[config.mk]
export PLATFORM = sky130hd
export DESIGN_NAME = gor_rate_config
export DESIGN_NICKNAME = d
export VERILOG_FILES = /design/src/hdl/gor_pkg.sv /design/src/hdl/gor_queue_mem.sv /design/src/hdl/gor_rate_config.sv
export SDC_FILE = /design/constraint.sdc
export NUM_CORES = 1
export LEC_CHECK = 0
export ABC_AREA = 1
export BUFFER_PORTS_ARGS = -buffer_cell sky130_fd_sc_hd__buf_2
export CAP_MARGIN = 20
export CORE_MARGIN = 3
export CORE_UTILIZATION = 60
export DETAILED_ROUTE_END_ITERATION = 16
export GPL_TIMING_DRIVEN = 0
export HOLD_SLACK_MARGIN = 0.03
export PLACE_DENSITY = 0.88
export SYNTH_ARGS = -nofsm -noshare
export SYNTH_HDL_FRONTEND = slang
export SYNTH_HIERARCHICAL = 1
export SYNTH_SLANG_ARGS = --single-unit
export TNS_END_PERCENT = 10
[constraint.sdc]
create_clock -name mclk -period 6.3 [get_ports mclk]
set_clock_uncertainty 0.05 [all_clocks]
set_input_delay 1.26 -clock mclk [delete_from_list [all_inputs] [get_ports mclk]]
set_output_delay 1.26 -clock mclk [all_outputs]
set_load 0.01 [all_outputs]
[src/hdl/gor_pkg.sv]
// Package with register map, field layout, reset values and timing counts for the rate block
//Behaviour
//Y offset in two byte registers, read/write
//Z offset in two byte registers, read/write
//Offset added to raw rate before output
//Output rate is 1 kHz over divider+1
//Rate strobe updates outputs and queue writes
//Divider used only unbypassed with setting 1-6
//Config bit 7 resets to one
//Policy one: full queue drops new samples
//Policy zero: full queue overwrites oldest entry
//Placement field picks frame-sync destination bit
//Frame-sync edge latched once until captured
//Low-pass applied only when bypass bits zero
//Internal rate 32k, 8k or 1k
//Setting selects documented 3-dB bandwidth figure
//Bypass bits sit in rate config bits 1:0
//Offset applied only after both bytes written
package gor_pkg;
    // Register indices; byte address is four times the index
    localparam logic [7:0] IDX_Y_OFS_HI = 8'h15;
    localparam logic [7:0] IDX_Y_OFS_LO = 8'h16;
    localparam logic [7:0] IDX_Z_OFS_HI = 8'h17;
    localparam logic [7:0] IDX_Z_OFS_LO = 8'h18;
    localparam logic [7:0] IDX_DIVIDER = 8'h19;
    localparam logic [7:0] IDX_FSQ_CFG = 8'h1a;
    localparam logic [7:0] IDX_RATE_CFG = 8'h1b;
    localparam logic [7:0] IDX_Y_OUT = 8'h20;
    localparam logic [7:0] IDX_Z_OUT = 8'h21;
    localparam logic [7:0] IDX_QUEUE_DATA = 8'h22;
    localparam logic [7:0] IDX_QUEUE_STAT = 8'h23;
    localparam logic [7:0] IDX_BANDWIDTH = 8'h24;
    // Byte address width on the bus
    localparam int ADDR_W = 10;
    // Field positions inside the filter/sync/queue configuration register and the rate configuration register
    localparam int CFG_RSV_BIT = 7;
    localparam int CFG_POLICY_BIT = 6;
    localparam int CFG_PLACE_LSB = 3;
    localparam int CFG_SET_LSB = 0;
    localparam int RCFG_BYP_LSB = 0;
    // Reset values
    localparam logic [7:0] CFG_RESET = 8'h80;
    localparam logic [7:0] BYTE_RESET = 8'h00;
    // Timing: clock period and internal sample periods in ns
    localparam int CLK_NS = 5;
    localparam int PER_32K_NS = 31250;
    localparam int PER_8K_NS = 125000;
    localparam int PER_1K_NS = 1000000;
    localparam int CYC_32K = PER_32K_NS / CLK_NS;
    localparam int CYC_8K = PER_8K_NS / CLK_NS;
    localparam int CYC_1K = PER_1K_NS / CLK_NS;
    localparam int TICK_W = 18;
    // Queue geometry
    localparam int QDEPTH_LOG = 3;
    localparam int QWIDTH = 32;
    // Placement codes for the frame-sync bit
    localparam logic [2:0] PLACE_OFF = 3'h0;
    localparam logic [2:0] PLACE_Y = 3'h3;
    localparam logic [2:0] PLACE_Z = 3'h4;
    // Rate 3-dB bandwidths in Hz per low-pass setting, plus the bypass modes
    localparam logic [13:0] BW_SET [8] = '{14'h0fa, 14'h0b0, 14'h05c, 14'h029,
                                           14'h014, 14'h00a, 14'h005, 14'h0cd1};
    localparam logic [13:0] BW_BYP0 = 14'h1fed;
    localparam logic [13:0] BW_BYP1 = 14'h0cd1;
    // Bus access phase states
    typedef enum logic [1:0] {
        ST_IDLE = 2'b01,
        ST_ANSWER = 2'b10
    } gor_bus_type;
endpackage

[src/hdl/gor_queue_mem.sv]
// Sample queue storage with registered read data
`timescale 1ns/1ps
module gor_queue_mem (
    mclk, // Clock
    wrEn, // Write strobe
    wrAddr, // Write entry
    wrData, // Write word
    rdAddr, // Read entry
    rdData_q // Registered read word
);
    import gor_pkg::*;
    input wire logic mclk; // Clock
    input wire logic wrEn; // Write strobe
    input wire logic [gor_pkg::QDEPTH_LOG-1:0] wrAddr; // Write entry
    input wire logic [gor_pkg::QWIDTH-1:0] wrData; // Write word
    input wire logic [gor_pkg::QDEPTH_LOG-1:0] rdAddr; // Read entry
    output logic [gor_pkg::QWIDTH-1:0] rdData_q; // Registered read word

    logic [QWIDTH-1:0] mem [2**QDEPTH_LOG]; // Entry storage

    // Store on write strobe
    always_ff @(posedge mclk)
    begin
        if (wrEn)
        begin
            mem[wrAddr] <= wrData;
        end
    end

    // Read data from a register
    always_ff @(posedge mclk)
    begin
        rdData_q <= mem[rdAddr];
    end
endmodule // gor_queue_mem

[src/hdl/gor_rate_config.sv]
// Angular-rate offset, rate divider, low-pass, frame-sync and queue logic with APB slave
`timescale 1ns/1ps
module gor_rate_config #(
    parameter int CYC32K = gor_pkg::CYC_32K, // Cycles per 32 kHz tick
    parameter int CYC8K = gor_pkg::CYC_8K, // Cycles per 8 kHz tick
    parameter int CYC1K = gor_pkg::CYC_1K // Cycles per 1 kHz tick
) (
    input wire logic mclk, // Clock
    input wire logic rst, // Synchronous reset, high
    input wire logic psel, // APB select
    input wire logic penable, // APB enable
    input wire logic pwrite, // APB direction
    input wire logic [gor_pkg::ADDR_W-1:0] paddr, // APB byte address
    input wire logic [31:0] pwdata, // APB write data
    output logic [31:0] prdata, // APB read data
    output logic pready, // APB ready
    output logic pslverr, // APB error
    input wire logic [15:0] yRaw, // Raw Y rate sample
    input wire logic [15:0] zRaw, // Raw Z rate sample
    input wire logic frameSyncInput, // Frame-sync pin level
    output logic sampleStrobe, // Output sample strobe
    output logic [15:0] yRateOut, // Y rate output register
    output logic [15:0] zRateOut, // Z rate output register
    output logic frameSyncBit, // Captured frame-sync value
    output logic [2:0] frameSyncDest, // Placement of captured bit
    output logic [13:0] bandwidthHz // Current rate 3-dB bandwidth
);
    import gor_pkg::*;

    localparam logic [TICK_W-1:0] T32 = TICK_W'(CYC32K - 1); // 32 kHz reload
    localparam logic [TICK_W-1:0] T8 = TICK_W'(CYC8K - 1); // 8 kHz reload
    localparam logic [TICK_W-1:0] T1 = TICK_W'(CYC1K - 1); // 1 kHz reload

    gor_bus_type busState_q; // Access phase state
    logic [7:0] yHi_q, yLo_q, zHi_q, zLo_q; // Offset byte registers
    logic [7:0] divider_q; // Sample rate divider
    logic [7:0] cfg_q; // Filter, sync and queue configuration
    logic [1:0] bypass_q; // Filter bypass select
    logic yHiSeen_q, yLoSeen_q, zHiSeen_q, zLoSeen_q; // Byte written flags
    logic [15:0] yOfs_q, zOfs_q; // Offsets in use
    logic [TICK_W-1:0] tickCnt_q; // Internal sample timer
    logic [7:0] divCnt_q; // Divider counter
    logic [15:0] yFilt_q, zFilt_q; // Low-pass state
    logic fsPrev_q, fsLatch_q, fsArmed_q; // Frame-sync latch
    logic [QDEPTH_LOG-1:0] wrPtr_q, rdPtr_q; // Queue pointers
    logic [QDEPTH_LOG:0] qCount_q; // Queue fill level
    logic [QWIDTH-1:0] qHead; // Queue head word
    logic [2:0] lpSet, place; // Config fields
    logic tick, useDiv, strobe, access, wrAcc, rdAcc, hit, qFull, qPush, qPop;
    logic [TICK_W-1:0] tickReload; // Selected internal period
    logic [3:0] shift; // Filter weight
    logic [15:0] yIn, zIn, ySum, zSum; // Data path words
    logic [7:0] idx; // Register index
    logic [31:0] rdMux; // Read value
    logic ySyncSel, zSyncSel; // Frame-sync lands on Y or Z

    assign lpSet = cfg_q[CFG_SET_LSB +: 3];
    assign place = cfg_q[CFG_PLACE_LSB +: 3];
    assign idx = paddr[9:2];
    assign access = psel && penable && (busState_q == ST_IDLE);
    assign wrAcc = access && pwrite && hit;
    assign rdAcc = access && !pwrite && hit;

    // Internal rate choice from bypass and setting
    always_comb
    begin
        if (bypass_q[0] || bypass_q == 2'b10) tickReload = T32;
        else if (lpSet == 3'h0 || lpSet == 3'h7) tickReload = T8;
        else tickReload = T1;
    end

    // Internal sample timer
    always_ff @(posedge mclk)
    begin
        if (rst || tick) tickCnt_q <= '0;
        else tickCnt_q <= tickCnt_q + 1'b1;
    end
    assign tick = tickCnt_q >= tickReload;

    // Divider only in normal filtered mode with setting 1 to 6
    assign useDiv = (bypass_q == 2'b00) && (lpSet != 3'h0) && (lpSet != 3'h7);
    always_ff @(posedge mclk)
    begin
        if (rst) divCnt_q <= '0;
        else if (tick) divCnt_q <= (!useDiv || divCnt_q >= divider_q) ? 8'h00 : divCnt_q + 1'b1;
    end
    assign strobe = tick && (!useDiv || divCnt_q >= divider_q);

    // Low-pass weight from setting, bypassed unless bits are zero
    always_comb
    begin
        shift = (lpSet == 3'h0 || lpSet == 3'h7) ? 4'h1 : {1'b0, lpSet};
        if (bypass_q != 2'b00) shift = 4'h0;
    end

    // Offset-corrected raw samples
    assign ySum = yRaw + yOfs_q;
    assign zSum = zRaw + zOfs_q;

    // Filter state moves toward the corrected input each internal tick
    always_ff @(posedge mclk)
    begin
        if (rst)
        begin
            yFilt_q <= '0;
            zFilt_q <= '0;
        end
        else if (tick)
        begin
            yFilt_q <= yFilt_q + 16'($signed(ySum - yFilt_q) >>> shift);
            zFilt_q <= zFilt_q + 16'($signed(zSum - zFilt_q) >>> shift);
        end
    end
    assign yIn = yFilt_q + 16'($signed(ySum - yFilt_q) >>> shift);
    assign zIn = zFilt_q + 16'($signed(zSum - zFilt_q) >>> shift);

    // Frame-sync latch: one toggle per strobe capture
    always_ff @(posedge mclk)
    begin
        if (rst)
        begin
            fsPrev_q <= 1'b0;
            fsLatch_q <= 1'b0;
            fsArmed_q <= 1'b1;
        end
        else
        begin
            fsPrev_q <= frameSyncInput;
            // A toggle in the strobe cycle is kept; the strobe takes the old value
            if ((fsArmed_q || strobe) && frameSyncInput != fsPrev_q)
            begin
                fsLatch_q <= ~fsLatch_q;
                fsArmed_q <= 1'b0;
            end
            else if (strobe) fsArmed_q <= 1'b1;
        end
    end

    assign ySyncSel = place == PLACE_Y;
    assign zSyncSel = place == PLACE_Z;

    // Output registers update on the sample strobe
    always_ff @(posedge mclk)
    begin
        if (rst)
        begin
            yRateOut <= '0;
            zRateOut <= '0;
            frameSyncBit <= 1'b0;
            frameSyncDest <= PLACE_OFF;
            sampleStrobe <= 1'b0;
        end
        else
        begin
            sampleStrobe <= strobe;
            if (strobe)
            begin
                yRateOut <= {yIn[15:1], ySyncSel ? fsLatch_q : yIn[0]};
                zRateOut <= {zIn[15:1], zSyncSel ? fsLatch_q : zIn[0]};
                frameSyncBit <= (place == PLACE_OFF) ? 1'b0 : fsLatch_q;
                frameSyncDest <= place;
            end
        end
    end

    // Bandwidth figure for the current mode
    always_ff @(posedge mclk)
    begin
        if (rst) bandwidthHz <= BW_SET[0];
        else if (bypass_q[0]) bandwidthHz <= BW_BYP0;
        else if (bypass_q[1]) bandwidthHz <= BW_BYP1;
        else bandwidthHz <= BW_SET[lpSet];
    end

    // Queue push on strobe, policy decides full behaviour; pop on data read
    assign qFull = qCount_q[QDEPTH_LOG];
    assign qPop = rdAcc && idx == IDX_QUEUE_DATA && qCount_q != '0;
    assign qPush = strobe && !(qFull && cfg_q[CFG_POLICY_BIT]);
    always_ff @(posedge mclk)
    begin
        if (rst)
        begin
            wrPtr_q <= '0;
            rdPtr_q <= '0;
            qCount_q <= '0;
        end
        else
        begin
            if (qPush) wrPtr_q <= wrPtr_q + 1'b1;
            if (qPop || (qPush && qFull)) rdPtr_q <= rdPtr_q + 1'b1;
            if (qPush && !qFull && !qPop) qCount_q <= qCount_q + 1'b1;
            else if (qPop && !qPush) qCount_q <= qCount_q - 1'b1;
        end
    end

    gor_queue_mem uQueue (
        .mclk(mclk),
        .wrEn(qPush),
        .wrAddr(wrPtr_q),
        .wrData({yIn, zIn}),
        .rdAddr(rdPtr_q),
        .rdData_q(qHead)
    );

    // Register writes from the bus
    always_ff @(posedge mclk)
    begin
        if (rst)
        begin
            yHi_q <= BYTE_RESET;
            yLo_q <= BYTE_RESET;
            zHi_q <= BYTE_RESET;
            zLo_q <= BYTE_RESET;
            divider_q <= BYTE_RESET;
            cfg_q <= CFG_RESET;
            bypass_q <= 2'b00;
        end
        else if (wrAcc)
        begin
            unique case (idx)
                IDX_Y_OFS_HI: yHi_q <= pwdata[7:0];
                IDX_Y_OFS_LO: yLo_q <= pwdata[7:0];
                IDX_Z_OFS_HI: zHi_q <= pwdata[7:0];
                IDX_Z_OFS_LO: zLo_q <= pwdata[7:0];
                IDX_DIVIDER: divider_q <= pwdata[7:0];
                IDX_FSQ_CFG: cfg_q <= pwdata[7:0];
                IDX_RATE_CFG: bypass_q <= pwdata[RCFG_BYP_LSB +: 2];
                default: ;
            endcase
        end
    end

    // Offset takes effect once both of its bytes are written
    always_ff @(posedge mclk)
    begin
        if (rst)
        begin
            {yHiSeen_q, yLoSeen_q, zHiSeen_q, zLoSeen_q} <= 4'h0;
            yOfs_q <= '0;
            zOfs_q <= '0;
        end
        else
        begin
            if (yHiSeen_q && yLoSeen_q)
            begin
                yOfs_q <= {yHi_q, yLo_q};
                {yHiSeen_q, yLoSeen_q} <= 2'b00;
            end
            else if (zHiSeen_q && zLoSeen_q)
            begin
                zOfs_q <= {zHi_q, zLo_q};
                {zHiSeen_q, zLoSeen_q} <= 2'b00;
            end
            // A byte written in the apply cycle stays marked, so the set wins
            if (wrAcc)
            begin
                if (idx == IDX_Y_OFS_HI) yHiSeen_q <= 1'b1;
                if (idx == IDX_Y_OFS_LO) yLoSeen_q <= 1'b1;
                if (idx == IDX_Z_OFS_HI) zHiSeen_q <= 1'b1;
                if (idx == IDX_Z_OFS_LO) zLoSeen_q <= 1'b1;
            end
        end
    end

    // Address decode and read mux
    always_comb
    begin
        hit = 1'b1;
        rdMux = 32'h0;
        unique case (idx)
            IDX_Y_OFS_HI: rdMux[7:0] = yHi_q;
            IDX_Y_OFS_LO: rdMux[7:0] = yLo_q;
            IDX_Z_OFS_HI: rdMux[7:0] = zHi_q;
            IDX_Z_OFS_LO: rdMux[7:0] = zLo_q;
            IDX_DIVIDER: rdMux[7:0] = divider_q;
            IDX_FSQ_CFG: rdMux[7:0] = cfg_q;
            IDX_RATE_CFG: rdMux[1:0] = bypass_q;
            IDX_Y_OUT: rdMux[15:0] = yRateOut;
            IDX_Z_OUT: rdMux[15:0] = zRateOut;
            IDX_QUEUE_DATA: rdMux = qHead;
            IDX_QUEUE_STAT: rdMux[QDEPTH_LOG:0] = qCount_q;
            IDX_BANDWIDTH: rdMux[13:0] = bandwidthHz;
            default: hit = 1'b0;
        endcase
        if (paddr[1:0] != 2'b00) hit = 1'b0;
    end

    // Answer one cycle after the access phase starts
    always_ff @(posedge mclk)
    begin
        if (rst)
        begin
            busState_q <= ST_IDLE;
            pready <= 1'b0;
            pslverr <= 1'b0;
            prdata <= '0;
        end
        else
        begin
            unique case (busState_q)
                ST_IDLE:
                begin
                    if (psel && penable)
                    begin
                        busState_q <= ST_ANSWER;
                        pready <= 1'b1;
                        pslverr <= !hit;
                        prdata <= (pwrite || !hit) ? 32'h0 : rdMux;
                    end
                end
                ST_ANSWER:
                begin
                    busState_q <= ST_IDLE;
                    pready <= 1'b0;
                    pslverr <= 1'b0;
                end
            endcase
        end
    end
endmodule // gor_rate_config

==> results_dict.tcl <==
set metrics [dict create \
    drcViolationCount 0 \
    min_period_over_period_pct 88.0 \
    ff2ff_path_depth 24 \
    yosysTopAreaCellShare_pct 28.2 \
    die-area_um2 48000 \
    synth_edf_count 256 \
    io-pin-count 165 \
    finalMaxSlewViolations 0 \
    vias 23342 \
    antenna_cells 0 \
    hold_viol 0 \
    grt_max_degree 27 \
    criticalPathCategory "in2reg" \
    outcome "finished clean" \
    final_nets 3736 \
    synth_area_leaders "edfxtp_1 (28%), dfxtp_1 (20%), nand2_1 (12%)" \
    r2r-end "yRateOut[14]$_SDFFE_PP0P_" \
    ant_nets 0 \
    max-vdd-ir-drop_mv 0.229 \
    regToRegStartpoint "yOfs_q[0]$_SDFFE_PP0P_" \
    root_buffer "clkbuf_16" \
    wl_per_cell_um 18.9 \
    grtUsageTotal_pct 32.4 \
    numPortBuffers 138 \
    leakagePower_nw 14.2 \
    ctsHoldBuffers 0 \
    tightest_slew_ns 1.21 \
    tritoncts "yes" \
    htreeDepth 2 \
    synth.distinct_cells 65 \
    maxCapViolCount 0 \
    holdPathEnd "prdata[7]$_SDFFE_PP0P_" \
    cts.clk_slew.worst_paths_ns 0.06 \
    fmax_mhz 180 \
    ys_ff_latch 527 \
    vias_per_cell 5.61 \
    drt_iter0_drc 2619 \
    initial_core_util_pct 61.2 \
    slew_headroom_pct 19.1 \
    worstHoldStart "prdata[7]$_SDFFE_PP0P_" \
    totalWireLength_um 78700 \
    synthCells 3326 \
    cp_max_fo 10 \
    clk_latency_ns 0.62 \
    setup_viol 0 \
    grt_pass1_vias 22125 \
    place.gp.congestion 1.03 \
    rsz0062_at_grt "no" \
    syn_area_per_cell_um2 8.19 \
    coreArea_um2 44500 \
    worstPathRequired_ns 6.79 \
    period_minus_slack_ns 5.54 \
    synth_area_leader_cell "edfxtp_1" \
    drt_pass1_iterations 6 \
    antenna_found_initial 0 \
    cts_resized 0 \
    postCtsSetupRepairBufs 0 \
    clk_path_buf_depth 3 \
    grt_pass1_wl_um 120000 \
    yosys-top-cells-count "nand2_1 (891), inv_1 (578), nand3_1 (300), dfxtp_1 (271), edfxtp_1 (256)" \
    cp-end-kind "register" \
    worst_setup_path_start_kind "input pin" \
    area_delta_synth_final_pct 12.8 \
    crit_arrival_ns 6.03 \
    synthFlopType "dfxtp_1" \
    tns_ns 0 \
    p_per_area_nw_per_um2 248 \
    die_h_um 219 \
    drive_above_1_share_pct 10.5 \
    dp_hpwl_um 58600 \
    fp-row-count 77 \
    syn_area_um2 27200 \
    min_path_type "reg2reg" \
    synth.yosys.warnings 6 \
    rrSetupSlack_ns 1.07 \
    syn_nets 3537 \
    cts_buffers 51 \
    fp.dieW_um 219 \
    grt-ovfl-total 0 \
    cts.sinks 527 \
    yosysMostFrequentCell "nand2_1" \
    synth-async-reset-ratio_pct 0 \
    finalPower_mw 7.62 \
    holdPathStages 2 \
    seq_area_frac_synth_pct 48.2 \
]
power by group:
group          switching [mW]  internal [mW]  leakage [nW]
Combinational           0.502          0.193          8.86
Clock                    1.35           1.90         0.888
Sequential            0.00544           3.67          4.49
critical path, stage by stage:
cell and delay (ns):
buf_2 0.08, inv_1 0.05, fa_1 0.53, inv_1 0.04, ha_1 0.33, a21oi_1 0.17
nand2_1 0.12, nand2_1 0.08, nand2_1 0.09, xnor2_1 0.18, nand2_1 0.07, o21ai_0 0.13
or2_2 0.30, nand2_1 0.07, o21ai_0 0.07, inv_1 0.08, ha_1 0.16, inv_1 0.06
fa_1 0.42, inv_1 0.10, a21oi_1 0.11, o21ai_0 0.26, xor2_1 0.97, nand2_1 0.17
o21ai_0 0.15
metrics by stage:
step	hold slack (ns)	worst slack, ns	cells	util (%)	area (um^2)
2_1_floorplan	0.385	1.37	3326	-	27200
3_3_place_gp	0.396	0.271	4056	64.4	28700
3_5_place_dp	0.407	0.274	4064	64.9	28900
4_1_cts	0.416	0.885	4160	69.0	30700
5_1_grt	0.435	0.409	4160	69.0	30700
6_report	0.415	0.757	4160	69.0	30700
logic make-up (layout without fill, tap and decap cells):
kind of cell / count (synthesis) / count (layout) / synth area share, %
xor gates and xnor gates: 55 / 55 / 1.77
AOI/OAI and AO/OA: 434 / 434 / 9.52
DFF: 527 / 527 / 48.2
muxes: 1 / 1 / 0.0368
other: 1 / 1 / 0.0138
adders and majority gates: 131 / 131 / 6.93
buffers and inverters: 714 / 956 / 10.7
and+or+nand+nor: 1463 / 1463 / 22.9
sequential cells by signal, summed over array words and instances (netlist names), 10 cells and up:
register,flops
prdata,32
yOfs_q,16
uQueue/rdData_q,32
tickCnt_q,18
yRateOut,16
yFilt_q,16
zOfs_q,16
bandwidthHz,10
uQueue/mem,256
zFilt_q,16
zRateOut,16
placed cells by master (no fill, tap or decap), types with 18 or more instances in the layout:
cell type and count:
xnor2_1 18, nor2_1 165, nand3_1 300, o21ai_0 117, o22ai_1 39, dfxtp_1 271
nor3_1 19, ha_1 98, buf_2 180, edfxtp_1 256, clkbuf_16 55, inv_1 578
a211oi_1 31, xor2_1 37, clkbuf_1 50, fa_1 33, a21oi_1 161, nand2_1 891
worst max path at each step:
stage	startpoint	to
2_1_floorplan	yRaw[2]	uQueue/mem[0][30]$_DFFE_PP_
3_3_place_gp	zRaw[1]	uQueue/mem[2][14]$_DFFE_PP_
3_5_place_dp	zRaw[1]	uQueue/mem[2][14]$_DFFE_PP_
4_1_cts	zRaw[1]	uQueue/mem[3][14]$_DFFE_PP_
5_1_grt	zRaw[3]	zRateOut[14]$_SDFFE_PP0P_
6_report	yRaw[2]	yRateOut[14]$_SDFFE_PP0P_
cell type report:
cell class | count | area (um^2)
tap | 592 | 741
multi-input combinational | 2085 | 11300
clock inverter | 21 | 259
timing repair buffer | 146 | 866
buffer | 119 | 673
fill | 3352 | 13800
clock buffer | 75 | 1560
sequential | 527 | 13100
inverter | 595 | 2240
layer usage:
metal	share of wire (%)	global-route usage [%]	up-vias
met5	0	0	-
met4	6.0	18.7	0
met3	10	5.86	261
met2	47	53.8	1234
met1	37	40.0	10732
li1	-	-	11115
No activity file was read; power rests on OpenSTA's default activity.
